File: src/shared/frpic_pkg.sv
// constants shared by the serial flash resume, power-down and id block
package frpic_pkg;

  // ****************************************************************
  // opcodes
  // ****************************************************************
  localparam logic [7:0] OP_RESUME  = 8'h7a;
  localparam logic [7:0] OP_SLEEP   = 8'hb9;
  localparam logic [7:0] OP_WAKE_ID = 8'hab;
  localparam logic [7:0] OP_MFR_ID1 = 8'h90;
  localparam logic [7:0] OP_MFR_ID2 = 8'h92;
  localparam logic [7:0] OP_MFR_ID4 = 8'h94;

  // ****************************************************************
  // frame layout in link clocks after the opcode
  // ****************************************************************
  localparam logic [4:0] OPC_LAST     = 5'h07;  // eighth opcode bit
  localparam logic [4:0] PRE_SINGLE   = 5'h18;  // 24 address clocks
  localparam logic [4:0] PRE_DEVID    = 5'h18;  // three dummy bytes
  localparam logic [4:0] PRE_DUAL     = 5'h10;  // 12 address + 4 mode
  localparam logic [4:0] PRE_QUAD     = 5'h0c;  // 4 dummy, 6 addr, 2 mode
  localparam logic [4:0] ALAST_SINGLE = 5'h17;  // clock of address bit 0
  localparam logic [4:0] ALAST_DUAL   = 5'h0b;
  localparam logic [4:0] ALAST_QUAD   = 5'h09;
  localparam logic [4:0] ALAST_NONE   = 5'h1f;  // never reached
  localparam logic [2:0] LANES_1      = 3'h1;
  localparam logic [2:0] LANES_2      = 3'h2;
  localparam logic [2:0] LANES_4      = 3'h4;

  // ****************************************************************
  // reset values
  // ****************************************************************
  localparam logic [5:0] SYNC_RST = 6'h01;  // select idles high

  // ****************************************************************
  // timing
  // ****************************************************************
  localparam int CLK_PERIOD_PS  = 5000;
  localparam int RESUME_BUSY_NS = 200;
  localparam int SLEEP_ENTRY_NS = 3000;
  localparam int WAKE_NS        = 3000;
  localparam int WAKE_ID_NS     = 1800;
  localparam int RESUME_BUSY_CYC = RESUME_BUSY_NS * 1000 / CLK_PERIOD_PS;
  localparam int SLEEP_ENTRY_CYC = SLEEP_ENTRY_NS * 1000 / CLK_PERIOD_PS;
  localparam int WAKE_CYC        = WAKE_NS * 1000 / CLK_PERIOD_PS;
  localparam int WAKE_ID_CYC     = WAKE_ID_NS * 1000 / CLK_PERIOD_PS;
  localparam logic [9:0] SLEEP_LOAD   = 10'(SLEEP_ENTRY_CYC - 1);
  localparam logic [9:0] WAKE_LOAD    = 10'(WAKE_CYC - 1);
  localparam logic [9:0] WAKE_ID_LOAD = 10'(WAKE_ID_CYC - 1);

endpackage : frpic_pkg

File: src/verilog/frpic_top.sv
// resume, deep power-down and identification command handling
//
// Functional notes
// - resume taken only when suspended and idle
// - resume clears suspend flag, sets busy quickly
// - resume ignored otherwise, nothing changes
// - power loss clears suspend, later resume ignored
// - power-down only if select rises after bit eight
// - power-down entered one clock after sleep entry delay
// - in power-down only release opcode is recognised
// - power-up always in normal operation
// - release waits wake delay, then commands accepted
// - device id after three dummy bytes, repeating
// - release with id read waits wake id delay
// - release/id opcode ignored while busy
// - address zero: manufacturer id then device id
// - address one: device id first, alternating
// - dual read: address and ids two bits/clock
// - quad read: four dummies, four bits/clock
`timescale 1ns/10ps
module frpic_top
#(
  parameter logic [7:0] MFR_ID = 8'h5a,  // arbitrary value
  parameter logic [7:0] DEV_ID = 8'h17   // arbitrary value
)
(
  // clock and reset
  input  wire logic       MCLK,
  input  wire logic       RSTN,
  // serial link pins
  input  wire logic       SEL_BAR,
  input  wire logic       SCLK,
  input  wire logic [3:0] IO_IN,
  output logic      [3:0] IO_OUT,
  output logic      [3:0] IO_OE,
  // suspend and erase/program engine
  input  wire logic       SUSPEND_SET,
  input  wire logic       ENGINE_BUSY,
  output logic            SUSPEND_FLAG,
  output logic            BUSY,
  output logic            RESUME_GO,
  // power state
  output logic            POWER_DOWN
);

  // ****************************************************************
  // types and decode functions
  // ****************************************************************
  typedef enum logic [2:0] {ST_OPC, ST_HOLD, ST_PRE, ST_OUT, ST_IGN}
    frpic_state_t;

  localparam int SLEEP_MAX = frpic_pkg::SLEEP_ENTRY_CYC + 1;
  localparam int RBUSY_MAX = frpic_pkg::RESUME_BUSY_CYC - 1;

  // clocks before the first output bit
  function automatic logic [4:0] frpic_pre(input logic [7:0] op);
    logic [4:0] n;
    n = frpic_pkg::PRE_SINGLE;
    if (op == frpic_pkg::OP_WAKE_ID) n = frpic_pkg::PRE_DEVID;
    if (op == frpic_pkg::OP_MFR_ID2) n = frpic_pkg::PRE_DUAL;
    if (op == frpic_pkg::OP_MFR_ID4) n = frpic_pkg::PRE_QUAD;
    return n;
  endfunction : frpic_pre

  // clock on which address bit 0 arrives
  function automatic logic [4:0] frpic_alast(input logic [7:0] op);
    logic [4:0] n;
    n = frpic_pkg::ALAST_SINGLE;
    if (op == frpic_pkg::OP_WAKE_ID) n = frpic_pkg::ALAST_NONE;
    if (op == frpic_pkg::OP_MFR_ID2) n = frpic_pkg::ALAST_DUAL;
    if (op == frpic_pkg::OP_MFR_ID4) n = frpic_pkg::ALAST_QUAD;
    return n;
  endfunction : frpic_alast

  // data lanes used by an opcode
  function automatic logic [2:0] frpic_lanes(input logic [7:0] op);
    logic [2:0] n;
    n = frpic_pkg::LANES_1;
    if (op == frpic_pkg::OP_MFR_ID2) n = frpic_pkg::LANES_2;
    if (op == frpic_pkg::OP_MFR_ID4) n = frpic_pkg::LANES_4;
    return n;
  endfunction : frpic_lanes

  // output enables for a lane count
  function automatic logic [3:0] frpic_oe(input logic [2:0] ln);
    logic [3:0] m;
    m = 4'h2;
    if (ln == frpic_pkg::LANES_2) m = 4'h3;
    if (ln == frpic_pkg::LANES_4) m = 4'hf;
    return m;
  endfunction : frpic_oe

  // ****************************************************************
  // pin synchronisers
  // ****************************************************************
  logic [5:0] raw;
  logic [5:0] s1_q;
  logic [5:0] s2_q;
  logic [5:0] s3_q;
  logic [5:0] filt_q;
  logic [5:0] filt_d;
  logic       sclk_p_q;
  logic       sel_p_q;

  assign raw = {IO_IN, SCLK, SEL_BAR};

  // a change counts once the second and third stages agree
  genvar gi;
  generate
    for (gi = 0; gi < 6; gi++)
    begin : g_filt
      assign filt_d[gi] = (s2_q[gi] == s3_q[gi]) ? s3_q[gi] : filt_q[gi];
    end
  endgenerate

  // three stage sampling of the link pins
  always_ff @(posedge MCLK)
  begin
    if (!RSTN)
    begin
      s1_q     <= frpic_pkg::SYNC_RST;
      s2_q     <= frpic_pkg::SYNC_RST;
      s3_q     <= frpic_pkg::SYNC_RST;
      filt_q   <= frpic_pkg::SYNC_RST;
      sclk_p_q <= 1'b0;
      sel_p_q  <= 1'b1;
    end
    else
    begin
      s1_q     <= raw;
      s2_q     <= s1_q;
      s3_q     <= s2_q;
      filt_q   <= filt_d;
      sclk_p_q <= filt_q[1];
      sel_p_q  <= filt_q[0];
    end
  end

  // ****************************************************************
  // edge and frame decode
  // ****************************************************************
  logic       sel_act;
  logic       sel_rise;
  logic       sclk_rise;
  logic       sclk_fall;
  logic [3:0] io_f;

  assign sel_act   = ~filt_q[0];
  assign sel_rise  = filt_q[0] & ~sel_p_q;
  assign sclk_rise = sel_act & filt_q[1] & ~sclk_p_q;
  assign sclk_fall = sel_act & ~filt_q[1] & sclk_p_q;
  assign io_f      = filt_q[5:2];

  // ****************************************************************
  // command state
  // ****************************************************************
  frpic_state_t st_q;
  frpic_state_t st_d;
  frpic_state_t nxt_cmd;
  logic [4:0]   cnt_q;
  logic [4:0]   cnt_d;
  logic [7:0]   op_q;
  logic [7:0]   op_n;
  logic [4:0]   pre_q;
  logic [4:0]   alast_q;
  logic [2:0]   lanes_q;
  logic         a0_q;
  logic         op_done;
  logic         pre_done;
  logic         known_op;
  logic         cmd_ok;
  logic         susp_q;
  logic         busy_q;
  logic         hold_q;
  logic         pd_q;
  logic         sleep_pend_q;
  logic         wake_pend_q;
  logic [9:0]   tmr_q;

  assign op_done  = sclk_rise & (st_q == ST_OPC) &
                    (cnt_q == frpic_pkg::OPC_LAST);
  assign op_n     = {op_q[6:0], io_f[0]};
  assign pre_done = (st_q == ST_PRE) & (cnt_q == pre_q - 5'h01);
  assign known_op = (op_n == frpic_pkg::OP_RESUME) |
                    (op_n == frpic_pkg::OP_SLEEP) |
                    (op_n == frpic_pkg::OP_WAKE_ID) |
                    (op_n == frpic_pkg::OP_MFR_ID1) |
                    (op_n == frpic_pkg::OP_MFR_ID2) |
                    (op_n == frpic_pkg::OP_MFR_ID4);

  // gate opcodes on power state, pending timers and busy
  assign cmd_ok = ~sleep_pend_q & ~wake_pend_q &
                  (pd_q ? (op_n == frpic_pkg::OP_WAKE_ID) : known_op) &
                  ~((op_n == frpic_pkg::OP_WAKE_ID) & busy_q);

  assign nxt_cmd = !cmd_ok ? ST_IGN :
                   ((op_n == frpic_pkg::OP_SLEEP) |
                    (op_n == frpic_pkg::OP_RESUME)) ? ST_HOLD : ST_PRE;

  // next command state
  always_comb
  begin
    st_d = st_q;
    if (!sel_act)
      st_d = ST_OPC;
    else if (sclk_rise)
    begin
      unique case (st_q)
        ST_OPC:  if (cnt_q == frpic_pkg::OPC_LAST) st_d = nxt_cmd;
        ST_HOLD: st_d = ST_IGN;  // clocks past bit eight void it
        ST_PRE:  if (pre_done) st_d = ST_OUT;
        ST_OUT:  st_d = ST_OUT;
        ST_IGN:  st_d = ST_IGN;
        default: st_d = ST_IGN;
      endcase
    end
  end

  // clock counter runs only through opcode and preamble
  assign cnt_d = !sel_act ? 5'h00 :
                 !sclk_rise ? cnt_q :
                 op_done ? 5'h00 :
                 ((st_q == ST_OPC) | (st_q == ST_PRE)) ? cnt_q + 5'h01 :
                 cnt_q;

  // frame registers
  always_ff @(posedge MCLK)
  begin
    if (!RSTN)
    begin
      st_q    <= ST_OPC;
      cnt_q   <= 5'h00;
      op_q    <= 8'h00;
      pre_q   <= frpic_pkg::PRE_SINGLE;
      alast_q <= frpic_pkg::ALAST_NONE;
      lanes_q <= frpic_pkg::LANES_1;
      a0_q    <= 1'b0;
    end
    else
    begin
      st_q  <= st_d;
      cnt_q <= cnt_d;
      if (sclk_rise & (st_q == ST_OPC))
        op_q <= op_n;
      if (op_done)
      begin
        pre_q   <= frpic_pre(op_n);
        alast_q <= frpic_alast(op_n);
        lanes_q <= frpic_lanes(op_n);
        a0_q    <= 1'b0;
      end
      if (sclk_rise & (st_q == ST_PRE) & (cnt_q == alast_q))
        a0_q <= io_f[0];
    end
  end

  // ****************************************************************
  // actions taken when select rises
  // ****************************************************************
  logic exec_sleep;
  logic exec_resume;
  logic exec_wake;

  assign exec_sleep  = sel_rise & (st_q == ST_HOLD) &
                       (op_q == frpic_pkg::OP_SLEEP);
  assign exec_resume = sel_rise & (st_q == ST_HOLD) &
                       (op_q == frpic_pkg::OP_RESUME) & susp_q &
                       ~busy_q;
  assign exec_wake   = sel_rise & pd_q & (op_q == frpic_pkg::OP_WAKE_ID) &
                       ((st_q == ST_PRE) | (st_q == ST_OUT));

  // suspend flag, busy and resume strobe; set wins over clear
  always_ff @(posedge MCLK)
  begin
    if (!RSTN)
    begin
      susp_q <= 1'b0;  // lost power drops suspension
      busy_q <= 1'b0;
      hold_q <= 1'b0;
      RESUME_GO <= 1'b0;
    end
    else
    begin
      susp_q <= SUSPEND_SET | (susp_q & ~exec_resume);
      busy_q <= ENGINE_BUSY | exec_resume | hold_q;
      hold_q <= exec_resume | (hold_q & ~ENGINE_BUSY);
      RESUME_GO <= exec_resume;
    end
  end

  // power-down entry and release timers
  always_ff @(posedge MCLK)
  begin
    if (!RSTN)
    begin
      pd_q         <= 1'b0;
      sleep_pend_q <= 1'b0;
      wake_pend_q  <= 1'b0;
      tmr_q        <= 10'h000;
    end
    else if (exec_sleep)
    begin
      sleep_pend_q <= 1'b1;
      tmr_q        <= frpic_pkg::SLEEP_LOAD;
    end
    else if (exec_wake)
    begin
      wake_pend_q <= 1'b1;
      tmr_q <= (st_q == ST_OUT) ? frpic_pkg::WAKE_ID_LOAD :
                                  frpic_pkg::WAKE_LOAD;
    end
    else if (sleep_pend_q | wake_pend_q)
    begin
      tmr_q <= tmr_q - 10'h001;
      if (tmr_q == 10'h000)
      begin
        pd_q         <= sleep_pend_q;
        sleep_pend_q <= 1'b0;
        wake_pend_q  <= 1'b0;
      end
    end
  end

  // ****************************************************************
  // identification output
  // ****************************************************************
  logic [15:0] word_w;
  logic [15:0] word_sh;
  logic [3:0]  nib_w;
  logic [3:0]  ptr_q;
  logic [3:0]  out_q;
  logic [3:0]  oe_q;

  // device id alone, or the pair in address order
  assign word_w  = (op_q == frpic_pkg::OP_WAKE_ID) ? {DEV_ID, DEV_ID} :
                   a0_q ? {DEV_ID, MFR_ID} : {MFR_ID, DEV_ID};
  assign word_sh = word_w << ptr_q;
  assign nib_w   = (lanes_q == frpic_pkg::LANES_4) ? word_sh[15:12] :
                   (lanes_q == frpic_pkg::LANES_2) ? {2'b00, word_sh[15:14]} :
                   {2'b00, word_sh[15], 1'b0};

  // msb first on falling edges, released outside the data phase
  always_ff @(posedge MCLK)
  begin
    if (!RSTN)
    begin
      ptr_q <= 4'h0;
      out_q <= 4'h0;
      oe_q  <= 4'h0;
    end
    else if (st_d != ST_OUT)
    begin
      ptr_q <= 4'h0;
      out_q <= 4'h0;
      oe_q  <= 4'h0;
    end
    else if (sclk_fall)
    begin
      out_q <= nib_w;
      oe_q  <= frpic_oe(lanes_q);
      ptr_q <= ptr_q + {1'b0, lanes_q};      // wraps to alternate ids
    end
  end

  assign IO_OUT       = out_q;
  assign IO_OE        = oe_q;
  assign SUSPEND_FLAG = susp_q;
  assign BUSY         = busy_q;
  assign POWER_DOWN   = pd_q;
endmodule : frpic_top

File: config.mk
export PLATFORM = sky130hd
export DESIGN_NAME = frpic_top
export DESIGN_NICKNAME = d
export VERILOG_FILES = /design/src/shared/frpic_pkg.sv /design/src/verilog/frpic_top.sv
export SDC_FILE = /design/constraint.sdc
export NUM_CORES = 1
export LEC_CHECK = 0
export BUFFER_PORTS_ARGS = -buffer_cell sky130_fd_sc_hd__buf_2
export CAP_MARGIN = 20
export CORE_MARGIN = 8
export CORE_UTILIZATION = 50
export DETAILED_ROUTE_END_ITERATION = 10
export GPL_TIMING_DRIVEN = 0
export HOLD_SLACK_MARGIN = 0.03
export PLACE_DENSITY = 0.71
export SLEW_MARGIN = 0
export SYNTH_ARGS = -nofsm -noshare
export SYNTH_HDL_FRONTEND = slang
export SYNTH_SLANG_ARGS = --single-unit
File: constraint.sdc
create_clock -name MCLK -period 2.07 [get_ports MCLK]
set_input_delay 0.207 -clock MCLK [delete_from_list [all_inputs] [get_ports MCLK]]
set_output_delay 0.207 -clock MCLK [all_outputs]
set_load 0.02 [all_outputs]
* After elaboration in Yosys (flattened, before gate mapping)
Cells that the tools add are included.
Storage, ports and cells: register bits after elaboration 73, input port bits 10, output and inout port bits 12, logic and storage cells 153
Cells by class: $add $sub $neg 4, equal/unequal tests 22, shift-type cells 1, mux-type cells 34, bitwise logic cells 49, reductions and logical operators 16
Operators by type and width (count):
- $eq A8 B8 Y1 const B | 7
- $mux W10 | 4
- $mux W15 | 2
- $mux W5 | 5
- $and A1 B1 Y1 | 24
- $mux W3 | 6
- $eq A8 B7 Y1 const B | 2
- $mux W4 | 4
- $shl A15 B4 Y16 | 1
- $not A1 Y1 | 13
- $or A1 B1 Y1 | 12
- $reduce_bool A2 Y1 | 6
- $eq A5 B5 Y1 | 2
- $logic_not A10 Y1 | 1
- $mux W1 | 10
- $sub A10 B1 Y10 const B | 1
- $eq A3 B2 Y1 const B | 3
- $pmux W3 S3 | 1
- $reduce_and A3 Y1 | 2
- $reduce_or A2 Y1 | 3
- $add A5 B1 Y5 const B | 1
- $eq A5 B3 Y1 const B | 1
- $sub A5 B1 Y5 const B | 1
- $add A4 B3 Y4 | 1
- 10 further kinds | 13

* Longest topological paths before layout
Gate-level depths: netlist (run 1).
depth after elaboration 16, mapped depth 10, gate-level depth less buffers 8

* Worst setup path before layout (run 1)
Ideal clock, no wire load.
path type register to register, start point register pre_q[2], end point register out_q[1] (netlist: IO_OUT[1]), library setup time 0.070 ns, data arrival time 2.211 ns, required time 2.000 ns, path slack -0.211 ns, stages on the path, launching flop included 11, path buffers 2, period minus slack after synthesis 2.281 ns, cells stage by stage dfxtp_1 -> clkbuf_1 -> inv_1 -> ha_1 -> xnor2_1 -> xnor2_1 -> o311ai_0 -> a31oi_1 -> or4_1 -> buf_2 -> a21oi_1
On the way: longest elaborated chain between the ends 9
Ends and longest elaborated chain:
- from (decl) | line frpic_top.sv:164 | logic [4:0] pre_q;
- from (signal assigned) | line frpic_top.sv:234 | pre_q <= frpic_pkg::PRE_SINGLE;
- from (signal assigned) | line frpic_top.sv:247 | pre_q <= frpic_pre(op_n);
- $sub A5 B1 Y5 | line frpic_top.sv:183 | assign pre_done = (st_q == ST_PRE) & (cnt_q == pre_q - 5'h01);
- $eq A5 B5 Y1 | line frpic_top.sv:183
- $and A1 B1 Y1 | line frpic_top.sv:183
- $mux W3 | line frpic_top.sv:211 | ST_PRE: if (pre_done) st_d = ST_OUT;
- $pmux W3 S3 | line frpic_top.sv:208 | unique case (st_q)
- $mux W3 | line frpic_top.sv:206 | else if (sclk_rise)
- $mux W3 | line frpic_top.sv:204 | if (!sel_act)
- $ne A3 B2 Y1 | line frpic_top.sv:351 | else if (st_d != ST_OUT)
- $reduce_or A2 Y1 (no source line)
- to (signal assigned) | line frpic_top.sv:359 | out_q <= nib_w;
- to (decl) | line frpic_top.sv:331 | logic [3:0] out_q;
Every way passes these cells. A chain may end at the register's enable or synchronous reset.

* Worst setup path in the final report (run 1)
start point register tmr_q[2], end point register pd_q (netlist: POWER_DOWN)
On the way: longest elaborated chain between the ends 2
Ends and longest elaborated chain:
- from (decl) | line frpic_top.sv:178 | logic [9:0] tmr_q;
- from (signal assigned) | line frpic_top.sv:304 | tmr_q <= frpic_pkg::SLEEP_LOAD;
- from (signal assigned) | line frpic_top.sv:309 | tmr_q <= (st_q == ST_OUT) ? frpic_pkg::WAKE_ID_LOAD :
- from (signal assigned) | line frpic_top.sv:314 | tmr_q <= tmr_q - 10'h001;
- $logic_not A10 Y1 | line frpic_top.sv:315 | if (tmr_q == 10'h000)
- $reduce_and A4 Y1 (no source line)
- to (signal assigned) | line frpic_top.sv:317 | pd_q <= sleep_pend_q;
- to (decl) | line frpic_top.sv:175 | logic pd_q;
Every way passes these cells.

==> run summary, run 1 <==
status -> finished, violations left
failing checks -> negative setup slack
synth unique cells -> 57
Placer Congestion -> 0.8678
area share of the largest cell type after synthesis -> 42.29%
cell repeated most along the worst path -> or4_4
multi-input logic area -> 0.001918 mm^2
Clock H-tree levels -> 3
Mapped Area -> 0.003077 mm^2
Yosys reg bits -> 65
Clk Tree Root Cell -> clkbuf_8
clock sinks -> 65
Hold Path Class -> input pin to register
crit start category -> register
Post-synth EDFFs -> 0
Routed wire per std cell -> 16.29 um
drt first-iter violations -> 198
Detailed Routing Iterations Pass 1 -> 4
Synth Warn # -> 0
worst path arrival time -> 2.55 ns
Fin. Hold Viols -> 0
Max-slew headroom -> 43.85%
Initial Utilization -> 51.97%
DRC violations left -> 0
Worst Setup Path Type -> register to register
largest net degree at the start of global routing -> 13
Power Density -> 632.5 mW/mm^2
Tightest Pin Transition -> 0.8346 ns
post-synthesis sequential area ratio -> 42.29%
port buffer count -> 18
Reg area -> 0.001329 mm^2
layout cells sized above 1 -> 27.59%
Core Rows -> 28
Slowest-stage cell, CP -> or4_4
VDD IR max -> 0.0006458 V
critical path cell sequence -> or4_4 > or3_1 > or2_1 > or4_4 > o311a_1
Avg Inst Size Synth -> 8.691 um^2
max-cap violations -> 0
TritonCTS clock tree -> done
CORE AREA -> 0.005921 mm^2
final setup vio count -> 14
slowest stage delay, CP -> 0.53 ns
ANT nets after route -> 0
synth top area cells -> dfxtp_1, nor2_1, a21oi_1, xnor2_1, xor2_1
vias in the first global route -> 2698
fill count -> 476
insertion delay of the later-clocked pin in the worst-skew pair -> 0.34 ns
period utilization -> 112.2%
vias per cell -> 5.740
Die W -> 94.45 um
area delta synth->final -> 27.98%
min Tclk post-route -> 2.322 ns
initial antenna violation count -> 0
final hold slack -> 0.04340 ns
unrepaired setup endpoints after global routing -> yes
min setup slack post-route -> -0.2519 ns
num ports -> 22
area leader, netlist -> dfxtp_1
Clock Skew -> 0.007859 ns
overall routed net length -> 7.834 mm
Main synth FF type -> dfxtp_1
DP Wirelength -> 5.024 mm
# diodes -> 0
critical path capture point type -> register
Post-Syn Instances -> 354
critical path data required time -> 2.30 ns
ys async rst share -> 0%
Max Freq -> 0.4307 GHz
die area -> 0.008920 mm^2
total CTS buffers -> 9
layout net count -> 418
height of the chip -> 94.45 um
Max Fanout on Critical Path -> 4
buffer levels on the longest clock path -> 2
P_leak -> 1.483 nW
fin. max-slew vios -> 0
Reg clk slew, reported paths -> 0.07 ns
WP buf/inv -> 0
CP top delay family -> simple AND/OR/NAND/NOR gates
first-pass GRT wire length -> 12.74 mm
gr usage total -> 18.17%
syn nets -> 371
dpl cell area -> 0.003314 mm^2
CTS Hold Bufs -> 0
via count -> 2761
design area -> 0.003938 mm^2
GR Overflow Total -> 0
[cells by family (layout without fill, tap and decap cells)]
logic type,after synthesis,in the layout,share of synthesized area [%]
buf+inv,31,83,4.026
flops,65,65,42.29
fa+ha+maj,8,8,3.416
simple gates,148,148,26.27
mux,10,10,3.335
xor+xnor,23,23,6.547
compound gates,69,69,14.11
[cells in the mapped netlist (2+ instances only)]
cell,number
dfxtp_1,65
nor2_1,49
a21oi_1,32
nor3_1,16
inv_1,15
nand2_1,15
xnor2_1,13
clkbuf_1,12
and2_1,10
nand2b_1,10
o21ai_0,10
xor2_1,10
mux2i_1,8
nor4_1,7
ha_1,6
a22oi_1,5
nand4_1,5
or3_1,5
nor2b_1,4
o21a_1,4
and3_1,3
nand3b_1,3
nor3b_1,3
a211o_1,2
a211oi_1,2
buf_2,2
mux2_2,2
nand4bb_1,2
o211ai_1,2
o221ai_1,2
or2_2,2
or4_4,2
or4bb_1,2
[through the flow]
| step | power, mW | setup WS, ns | instances | util [%] | setup TNS (ns) |
|---|---|---|---|---|---|
| 2_1_floorplan | 1.315 | -0.1700 | 354 | - | -0.3871 |
| 3_3_place_gp | 1.333 | -0.4621 | 447 | 55.98 | -8.435 |
| 3_5_place_dp | 1.334 | -0.5287 | 447 | 55.98 | -9.880 |
| 4_1_cts | 2.512 | -0.2376 | 477 | 63.86 | -1.806 |
| 5_1_grt | 2.577 | -0.3107 | 481 | 66.50 | -3.472 |
| 6_report | 2.491 | -0.2519 | 481 | 66.50 | -2.671 |
[power breakdown]
group / internal, mW / switching [mW]
Sequential: 1.25 / 0.00465
Combinational: 0.0154 / 0.0258
Clock: 0.682 / 0.510
Total: 1.95 / 0.540
[timing repair]
| item | 4_1_cts | 5_1_grt |
|---|---|---|
| gates resized for setup | 28 | 30 |
| pin swaps | 8 | 15 |
| setup endpoints to repair | 26 | 33 |
| buffers inserted | 15 | 5 |
| cloned | 1 | 0 |
[placed cells by master (no fill, tap or decap), types with 3 or more instances in the layout]
| cell type | synthesis | layout |
|---|---|---|
| nand2_1 | 15 | 14 |
| a21oi_1 | 32 | 28 |
| buf_2 | 2 | 19 |
| a22oi_1 | 5 | 5 |
| nor4_4 | 0 | 3 |
| mux2i_1 | 8 | 8 |
| nor3_1 | 16 | 16 |
| buf_4 | 1 | 20 |
| clkbuf_1 | 12 | 11 |
| inv_1 | 15 | 15 |
| or3_1 | 5 | 3 |
| and3_1 | 3 | 3 |
| o21a_1 | 4 | 4 |
| dfxtp_2 | 0 | 7 |
| nor2_1 | 49 | 42 |
| xor2_1 | 10 | 10 |
| nor2b_1 | 4 | 4 |
| clkbuf_8 | 0 | 9 |
| dfxtp_1 | 65 | 53 |
| or4_4 | 2 | 3 |
| nor2_2 | 0 | 3 |
| and2_1 | 10 | 10 |
| xnor2_1 | 13 | 12 |
| dfxtp_4 | 0 | 5 |
| nor4_1 | 7 | 4 |
| nand4_1 | 5 | 5 |
| nor2_4 | 0 | 4 |
| a21oi_2 | 0 | 4 |
| ha_1 | 6 | 5 |
| o21ai_0 | 10 | 10 |
| nand3b_1 | 3 | 3 |
| nand2b_1 | 10 | 8 |
[worst paths after layout]
path	start	endpoint	slack (ns)	cells after the start
worst min register to register	s1_q[0]$_SDFF_PN1_	s2_q[0]$_SDFF_PN1_	0.41	1
worst max register to register	tmr_q[2]$_SDFFE_PN0P_	POWER_DOWN$_SDFFE_PN0P_	-0.25	5
worst max-delay path	tmr_q[2]$_SDFFE_PN0P_	POWER_DOWN$_SDFFE_PN0P_	-0.25	5
worst min-delay path	SEL_BAR	s1_q[0]$_SDFF_PN1_	0.04	2
[flip-flops by register name (all words and copies together) (netlist names), 2 cells and up]
register and cells:
s2_q 3, filt_q 3, IO_OE 3, ptr_q 4, pre_q 2, alast_q 2
lanes_q 2, cnt_q 5, IO_OUT 4, s1_q 3, tmr_q 10, st_q 3
s3_q 3, op_q 8
[layout make-up]
type                       instances  share of cell area [%]
sequential                        65                   33.75
multi-input combinational        258                   48.71
timing repair buffer              39                   6.482
clock inverter                     6                   2.351
clock buffer                      10                   3.241
tap                               75                   2.383
buffer                            13                   1.652
inverter                          15                   1.430
[routing by layer]
layer	vias to the layer above	track usage, %	share of wire (%)
li1	1343	-	-
met1	1320	20.75	42
met2	73	31.05	51
met3	25	3.254	3.9
met4	0	10.70	3.1
met5	-	0	0
Note: power is estimated with default switching activity, not from simulation.
==> run 2: changes to the inputs <==
--- a/config.mk
+++ b/config.mk
@@ -7,12 +7,12 @@
 export LEC_CHECK = 0
 export BUFFER_PORTS_ARGS = -buffer_cell sky130_fd_sc_hd__buf_2
 export CAP_MARGIN = 20
-export CORE_MARGIN = 8
-export CORE_UTILIZATION = 50
+export CORE_MARGIN = 1
+export CORE_UTILIZATION = 54
 export DETAILED_ROUTE_END_ITERATION = 10
 export GPL_TIMING_DRIVEN = 0
 export HOLD_SLACK_MARGIN = 0.03
-export PLACE_DENSITY = 0.71
+export PLACE_DENSITY = 0.75
 export SLEW_MARGIN = 0
 export SYNTH_ARGS = -nofsm -noshare
 export SYNTH_HDL_FRONTEND = slang
==> run 2 against run 1 <==
Effect of this change:
- the flow finishes with violations (design-rule violations, negative setup slack)
- first-iteration DRC count fell by 7.1%
- largest power group unchanged
- hold slack improved by 0.0053 ns
- critical path depth did not move
- largest cell class unchanged
==> run summary, run 2 (synthesis results as in run 1) <==
num ports -> 22 (unchanged)
internal power -> 1.797 mW (was 1.950 mW)
unrepaired setup endpoints after global routing -> yes (unchanged)
max reg flops -> 10 (unchanged)
min Tclk post-route -> 2.310 ns (was 2.322 ns)
critical path capture point type -> register (unchanged)
Routed wire per std cell -> 15.65 um (was 16.29 um)
via count -> 2715 (was 2761)
CTS Hold Bufs -> 0 (unchanged)
largest net degree at the start of global routing -> 11 (was 13)
VDD IR max -> 0.0005290 V (was 0.0006458 V)
max-cap violations -> 0 (unchanged)
switching part of the total -> 22.28% (was 21.70%)
Core Rows -> 27 (was 28)
height of the chip -> 77.48 um (was 94.45 um)
failing checks -> design-rule violations, negative setup slack (was negative setup slack)
placed cell count -> 444 (was 447)
vias per cell -> 5.656 (was 5.740)
layout net count -> 421 (was 418)
Layout Cells excl Fill -> 480 (was 481)
Worst R2R Setup Slack -> -0.24 ns (was -0.25 ns)
area delta synth->final -> 27.08% (was 27.98%)
port buffer count -> 18 (unchanged)
Clock H-tree levels -> 3 (unchanged)
most frequent cells in the layout -> dfxtp_1, nor2_1, a21oi_1 (unchanged)
Hold Path Class -> input pin to register (unchanged)
Worst Setup Path Type -> register to register (unchanged)
period utilization -> 111.6% (was 112.2%)
critical path data required time -> 2.31 ns (was 2.30 ns)
worst path arrival time -> 2.55 ns (about the same)
Largest Register -> tmr_q (unchanged)
Largest regs -> tmr_q: 10 flops, op_q: 8 flops, cnt_q: 5 flops (unchanged)
Clock Skew -> 0.01079 ns (was 0.007859 ns)
CORE AREA -> 0.005507 mm^2 (was 0.005921 mm^2)
most common cell after layout, fill and taps aside -> dfxtp_1 (unchanged)
overall routed net length -> 7.511 mm (was 7.834 mm)
die area -> 0.006003 mm^2 (was 0.008920 mm^2)
combinational power share -> 1.8% (was 1.7%)
GR Overflow Total -> 0 (unchanged)
insertion delay of the later-clocked pin in the worst-skew pair -> 0.35 ns (was 0.34 ns)
Tightest Pin Transition -> 0.9480 ns (was 0.8346 ns)
Switching Power -> 515.1 uW (was 540.4 uW)
DRC violations left -> 2 (was 0)
# diodes -> 0 (unchanged)
ANT nets after route -> 0 (unchanged)
Reg clk slew, reported paths -> 0.07 ns (about the same)
buffer levels on the longest clock path -> 2 (unchanged)
hold wc startpoint -> SEL_BAR (unchanged)
initial antenna violation count -> 0 (unchanged)
Reg2Reg Depth -> 5 (unchanged)
fill count -> 409 (was 476)
DP Wirelength -> 4.583 mm (was 5.024 mm)
reg2reg start -> tmr_q[2]$_SDFFE_PN0P_ (unchanged)
Max Fanout on Critical Path -> 4 (unchanged)
Hold Crit Endpoint -> s1_q[0]$_SDFF_PN1_ (unchanged)
Tot Pwr -> 2.312 mW (was 2.491 mW)
Max Freq -> 0.4329 GHz (was 0.4307 GHz)
P_leak -> 1.489 nW (was 1.483 nW)
Flop pwr share -> 54.6% (was 50.5%)
crit start category -> register (unchanged)
final setup vio count -> 14 (unchanged)
r2r endpoint -> POWER_DOWN$_SDFFE_PN0P_ (unchanged)
min setup slack post-route -> -0.2400 ns (was -0.2519 ns)
Clk Tree Root Cell -> clkbuf_8 (unchanged)
total CTS buffers -> 9 (unchanged)
status -> finished, violations left (unchanged)
Max-slew headroom -> 36.22% (was 43.85%)
TritonCTS clock tree -> done (unchanged)
fin. max-slew vios -> 0 (unchanged)
layout cells sized above 1 -> 28.43% (was 27.59%)
clock sinks -> 65 (unchanged)
first-pass GRT wire length -> 11.39 mm (was 12.74 mm)
drt first-iter violations -> 184 (was 198)
Min-Delay Path Depth -> 2 (unchanged)
Die W -> 77.48 um (was 94.45 um)
Initial Utilization -> 55.87% (was 51.97%)
gr usage total -> 24.46% (was 18.17%)
Detailed Routing Iterations Pass 1 -> 8 (was 4)
Placer Congestion -> 0.8765 (was 0.8678)
Fin. Hold Viols -> 0 (unchanged)
vias in the first global route -> 2429 (was 2698)
Power Density -> 591.4 mW/mm^2 (was 632.5 mW/mm^2)
Clk network pwr share -> 43.7% (was 47.9%)
-- run 2: cell types whose count changed in the layout (fill, tap and decap cells not counted), sizes merged --
cell | before | now
clkbuf | 20 | 23
clkinvlp | 2 | 1
bufinv | 2 | 0
clkinv | 2 | 1
buf | 42 | 45
-- run 2: critical path: stages, from the launching register on --
cell and delay [ns]:
dfxtp_2 0.32, or4_4 0.54, or3_4 0.35, or2_4 0.26, or4_4 0.44, o311a_1 0.29
-- run 2: area by class of cell --
| cell class | count | area (um^2) | share of cell area (%) |
|---|---|---|---|
| Multi-Input combinational cell | 258 | 1922 | 49.15 |
| Sequential cell | 65 | 1321 | 33.79 |
| Timing Repair Buffer | 42 | 277.8 | 7.104 |
| Clock buffer | 13 | 168.9 | 4.320 |
| Tap cell | 72 | 90.09 | 2.304 |
| Buffer | 13 | 61.31 | 1.568 |
| Inverter | 15 | 56.30 | 1.440 |
| Clock inverter | 2 | 12.51 | 0.3200 |
-- run 2: how the worst max path moves through the flow --
| stage | from | to | slack, ns |
|---|---|---|---|
| detailed placement | filt_q[0]$_SDFFE_PN1N_ | tmr_q[7]$_SDFFE_PP0N_ | -0.40 |
| finish | tmr_q[2]$_SDFFE_PN0P_ | POWER_DOWN$_SDFFE_PN0P_ | -0.24 |
| CTS | tmr_q[2]$_SDFFE_PN0P_ | POWER_DOWN$_SDFFE_PN0P_ | -0.21 |
| global route | tmr_q[2]$_SDFFE_PN0P_ | wake_pend_q$_SDFFE_PN0P_ | -0.28 |
| global placement | filt_q[0]$_SDFFE_PN1N_ | tmr_q[3]$_SDFFE_PP0N_ | -0.40 |
| floorplan | tmr_q[2]$_SDFFE_PN0P_ | POWER_DOWN$_SDFFE_PN0P_ | -0.17 |
-- run 2: power groups by stage --
| stage | combinational (mW) | sequential [mW] | clock [mW] |
|---|---|---|---|
| 3_5_place_dp | 0.0408 | 1.29 | 0 |
| 3_3_place_gp | 0.0404 | 1.29 | 0 |
| 4_1_cts | 0.0411 | 1.26 | 1.01 |
| 2_1_floorplan | 0.0205 | 1.29 | 0 |
| 5_1_grt | 0.0452 | 1.26 | 1.08 |
| 6_report | 0.0408 | 1.26 | 1.01 |
-- run 2: stage by stage --
stage	setup slack [ns]	utilization (%)	TNS (ns)	hold slack, ns	cell area (um^2)
floorplan	-0.1700	-	-0.3871	0.2800	3131
CTS	-0.2136	67.19	-1.592	0.04031	3700
finish	-0.2400	71.01	-2.344	0.04869	3910
detailed placement	-0.3990	60.12	-7.270	0.3960	3311
global route	-0.2814	71.01	-3.425	0.04447	3910
global placement	-0.3984	60.12	-6.874	0.3961	3311
-- run 2: repair_timing --
item | 4_1_cts | 5_1_grt
resized for setup | 29 | 27
setup buffers | 11 | 12
pin swaps | 16 | 8
cloned | 1 | 0
setup endpoints to repair | 25 | 36
-- run 2: layer usage --
metal  GRT usage (%)  vias up  part of all wire [%]
met2           40.09       78                    49
li1                -     1346                     -
met4           10.19        0                   2.2
met3           6.353       17                   4.3
met5               0        -                     0
met1           30.31     1274                    44
==> run 3: changes to the inputs <==
--- a/config.mk
+++ b/config.mk
@@ -13,6 +13,7 @@
 export GPL_TIMING_DRIVEN = 0
 export HOLD_SLACK_MARGIN = 0.03
 export PLACE_DENSITY = 0.75
+export SETUP_SLACK_MARGIN = 0.1
 export SLEW_MARGIN = 0
 export SYNTH_ARGS = -nofsm -noshare
 export SYNTH_HDL_FRONTEND = slang
==> run 3 against run 2 <==
Effect of this change:
- the flow finishes with violations (negative setup slack)
- largest cell class unchanged
- die area did not move
- maximum frequency decreased by 0.75%
- core utilization rose by 2.2 points
- worst setup slack lost 0.017 ns
- design area up 3.1%
- power is 9.6% higher
- sequential share of layout area decreased by 1.0 points
- via count increased by 1.3%
==> run summary, run 3 (synthesis results as in run 1) <==
status -> finished, violations left (unchanged)
failing checks -> negative setup slack (was design-rule violations, negative setup slack)
area delta synth->final -> 30.99% (was 27.08%)
switching part of the total -> 19.29% (was 22.28%)
Die W -> 77.48 um (unchanged)
Fin. Hold Viols -> 0 (unchanged)
worst path arrival time -> 2.60 ns (was 2.55 ns)
Tightest Pin Transition -> 0.8018 ns (was 0.9480 ns)
reg2reg start -> pre_q[2]$_SDFFE_PN0P_ (was tmr_q[2]$_SDFFE_PN0P_)
most frequent cells in the layout -> dfxtp_1, nor2_1, a21oi_1 (unchanged)
critical path capture point type -> register (unchanged)
Power Density -> 628.6 mW/mm^2 (was 591.4 mW/mm^2)
GR Overflow Total -> 0 (unchanged)
Max Freq -> 0.4296 GHz (was 0.4329 GHz)
layout cells sized above 1 -> 29.31% (was 28.43%)
most common cell after layout, fill and taps aside -> dfxtp_1 (unchanged)
min setup slack post-route -> -0.2575 ns (was -0.2400 ns)
Clk network pwr share -> 48.6% (was 43.7%)
Worst Setup Path Type -> register to register (unchanged)
vias in the first global route -> 2579 (was 2429)
Largest Register -> tmr_q (unchanged)
r2r endpoint -> IO_OUT[0]$_SDFFE_PP0P_ (was POWER_DOWN$_SDFFE_PN0P_)
unrepaired setup endpoints after global routing -> yes (unchanged)
drt first-iter violations -> 171 (was 184)
CTS Hold Bufs -> 0 (unchanged)
CORE AREA -> 0.005507 mm^2 (unchanged)
final setup vio count -> 15 (was 14)
P_leak -> 1.518 nW (was 1.489 nW)
Core Rows -> 27 (unchanged)
# diodes -> 0 (unchanged)
Hold Path Class -> input pin to register (unchanged)
Layout Cells excl Fill -> 478 (was 480)
pre-CTS WS -> -0.4338 ns (was -0.3990 ns)
gr usage total -> 25.18% (was 24.46%)
largest net degree at the start of global routing -> 11 (unchanged)
fin. max-slew vios -> 0 (unchanged)
height of the chip -> 77.48 um (unchanged)
port buffer count -> 18 (unchanged)
layout net count -> 419 (was 421)
Switching Power -> 488.7 uW (was 515.1 uW)
Placer Congestion -> 0.8856 (was 0.8765)
clock sinks -> 65 (unchanged)
die area -> 0.006003 mm^2 (unchanged)
DP Wirelength -> 4.620 mm (was 4.583 mm)
Max-slew headroom -> 46.05% (was 36.22%)
initial antenna violation count -> 0 (unchanged)
period utilization -> 112.4% (was 111.6%)
Reg clk slew, reported paths -> 0.07 ns (about the same)
insertion delay of the later-clocked pin in the worst-skew pair -> 0.33 ns (was 0.35 ns)
Clock H-tree levels -> 3 (unchanged)
Clk Tree Root Cell -> clkbuf_8 (unchanged)
combinational power share -> 1.6% (was 1.8%)
Worst R2R Setup Slack -> -0.26 ns (was -0.24 ns)
internal power -> 2.045 mW (was 1.797 mW)
crit path launch -> pre_q[2]$_SDFFE_PN0P_ (was tmr_q[2]$_SDFFE_PN0P_)
Critical Path End -> IO_OUT[0]$_SDFFE_PP0P_ (was POWER_DOWN$_SDFFE_PN0P_)
ANT nets after route -> 0 (unchanged)
vias per cell -> 5.753 (was 5.656)
max-cap violations -> 0 (unchanged)
placed cell count -> 444 (unchanged)
critical path data required time -> 2.34 ns (was 2.31 ns)
Routed wire per std cell -> 15.42 um (was 15.65 um)
Largest regs -> tmr_q: 10 flops, op_q: 8 flops, cnt_q: 5 flops (unchanged)
buffer levels on the longest clock path -> 2 (unchanged)
Initial Utilization -> 55.87% (unchanged)
VDD IR max -> 0.0005625 V (was 0.0005290 V)
Detailed Routing Iterations Pass 1 -> 5 (was 8)
Reg2Reg Depth -> 10 (was 5)
first-pass GRT wire length -> 11.85 mm (was 11.39 mm)
Clock Skew -> 0.01263 ns (was 0.01079 ns)
Flop pwr share -> 49.8% (was 54.6%)
total CTS buffers -> 9 (unchanged)
Util after Layout -> 73.19% (was 71.01%)
max reg flops -> 10 (unchanged)
min Tclk post-route -> 2.328 ns (was 2.310 ns)
crit start category -> register (unchanged)
Max Fanout on Critical Path -> 5 (was 4)
overall routed net length -> 7.369 mm (was 7.511 mm)
TritonCTS clock tree -> done (unchanged)
num ports -> 22 (unchanged)
via count -> 2750 (was 2715)
DRC violations left -> 0 (was 2)
## run 3: power groups by stage
stage                     logic (mW)  clock network [mW]  registers, mW
after global routing          0.0459                1.30           1.26
after floorplan               0.0205                   0           1.29
after detailed placement      0.0403                   0           1.29
after CTS                     0.0412                1.24           1.26
final                         0.0414                1.23           1.26
after global placement        0.0401                   0           1.29
## run 3: how the worst min path moves through the flow
stage | startpoint | endpoint | slack (ns) | cells after the start
after floorplan | RSTN | s1_q[0]$_SDFF_PN1_ | 0.28 | 1
after global placement | s1_q[0]$_SDFF_PN1_ | s2_q[0]$_SDFF_PN1_ | 0.39 | 1
after detailed placement | s1_q[0]$_SDFF_PN1_ | s2_q[0]$_SDFF_PN1_ | 0.40 | 1
after CTS | SEL_BAR | s1_q[0]$_SDFF_PN1_ | 0.06 | 2
after global routing | SEL_BAR | s1_q[0]$_SDFF_PN1_ | 0.06 | 2
final | SEL_BAR | s1_q[0]$_SDFF_PN1_ | 0.06 | 2
## run 3: what timing repair did
action,in CTS,in global routing
cloned,1,0
buffers inserted,13,6
resized for setup,39,33
pin swaps,6,12
setup endpoints to repair,38,34
## run 3: per-stage QoR
step                      hold WS [ns]  area [um^2]  TNS (ns)  total power [mW]
after floorplan                 0.2800         3131   -0.3859             1.315
after global placement          0.3934         3311    -7.194             1.333
after detailed placement        0.3962         3311    -7.789             1.333
after CTS                      0.05949         3847    -2.261             2.547
after global routing           0.05825         4030    -3.947             2.612
final                          0.06463         4030    -3.036             2.533
## run 3: critical path, stage by stage (launching register included)
cell and delay (ns):
dfxtp_2 0.34, buf_8 0.13, buf_4 0.13, buf_4 0.13, xor2_1 0.19, nand4_1 0.14, o311ai_2 0.27, a31oi_2 0.08
or4_4 0.60, buf_8 0.18, a21oi_2 0.09
## run 3: area by class of cell
type | count | area [um^2]
tap | 72 | 90.09
clock inverter | 2 | 60.06
clock buffer | 13 | 168.9
inverter | 15 | 61.31
multi-input combinational | 258 | 1966
buffer | 15 | 100.1
fill | 382 | 1476
sequential | 65 | 1320
timing repair buffer | 38 | 264.0
## run 3: routing by layer
| metal | wire length, um | track usage (%) |
|---|---|---|
| met3 | 295 | 5.529 |
| met1 | 3193 | 30.41 |
| met2 | 3794 | 43.72 |
| met5 | 0 | 0 |
| met4 | 85 | 9.057 |
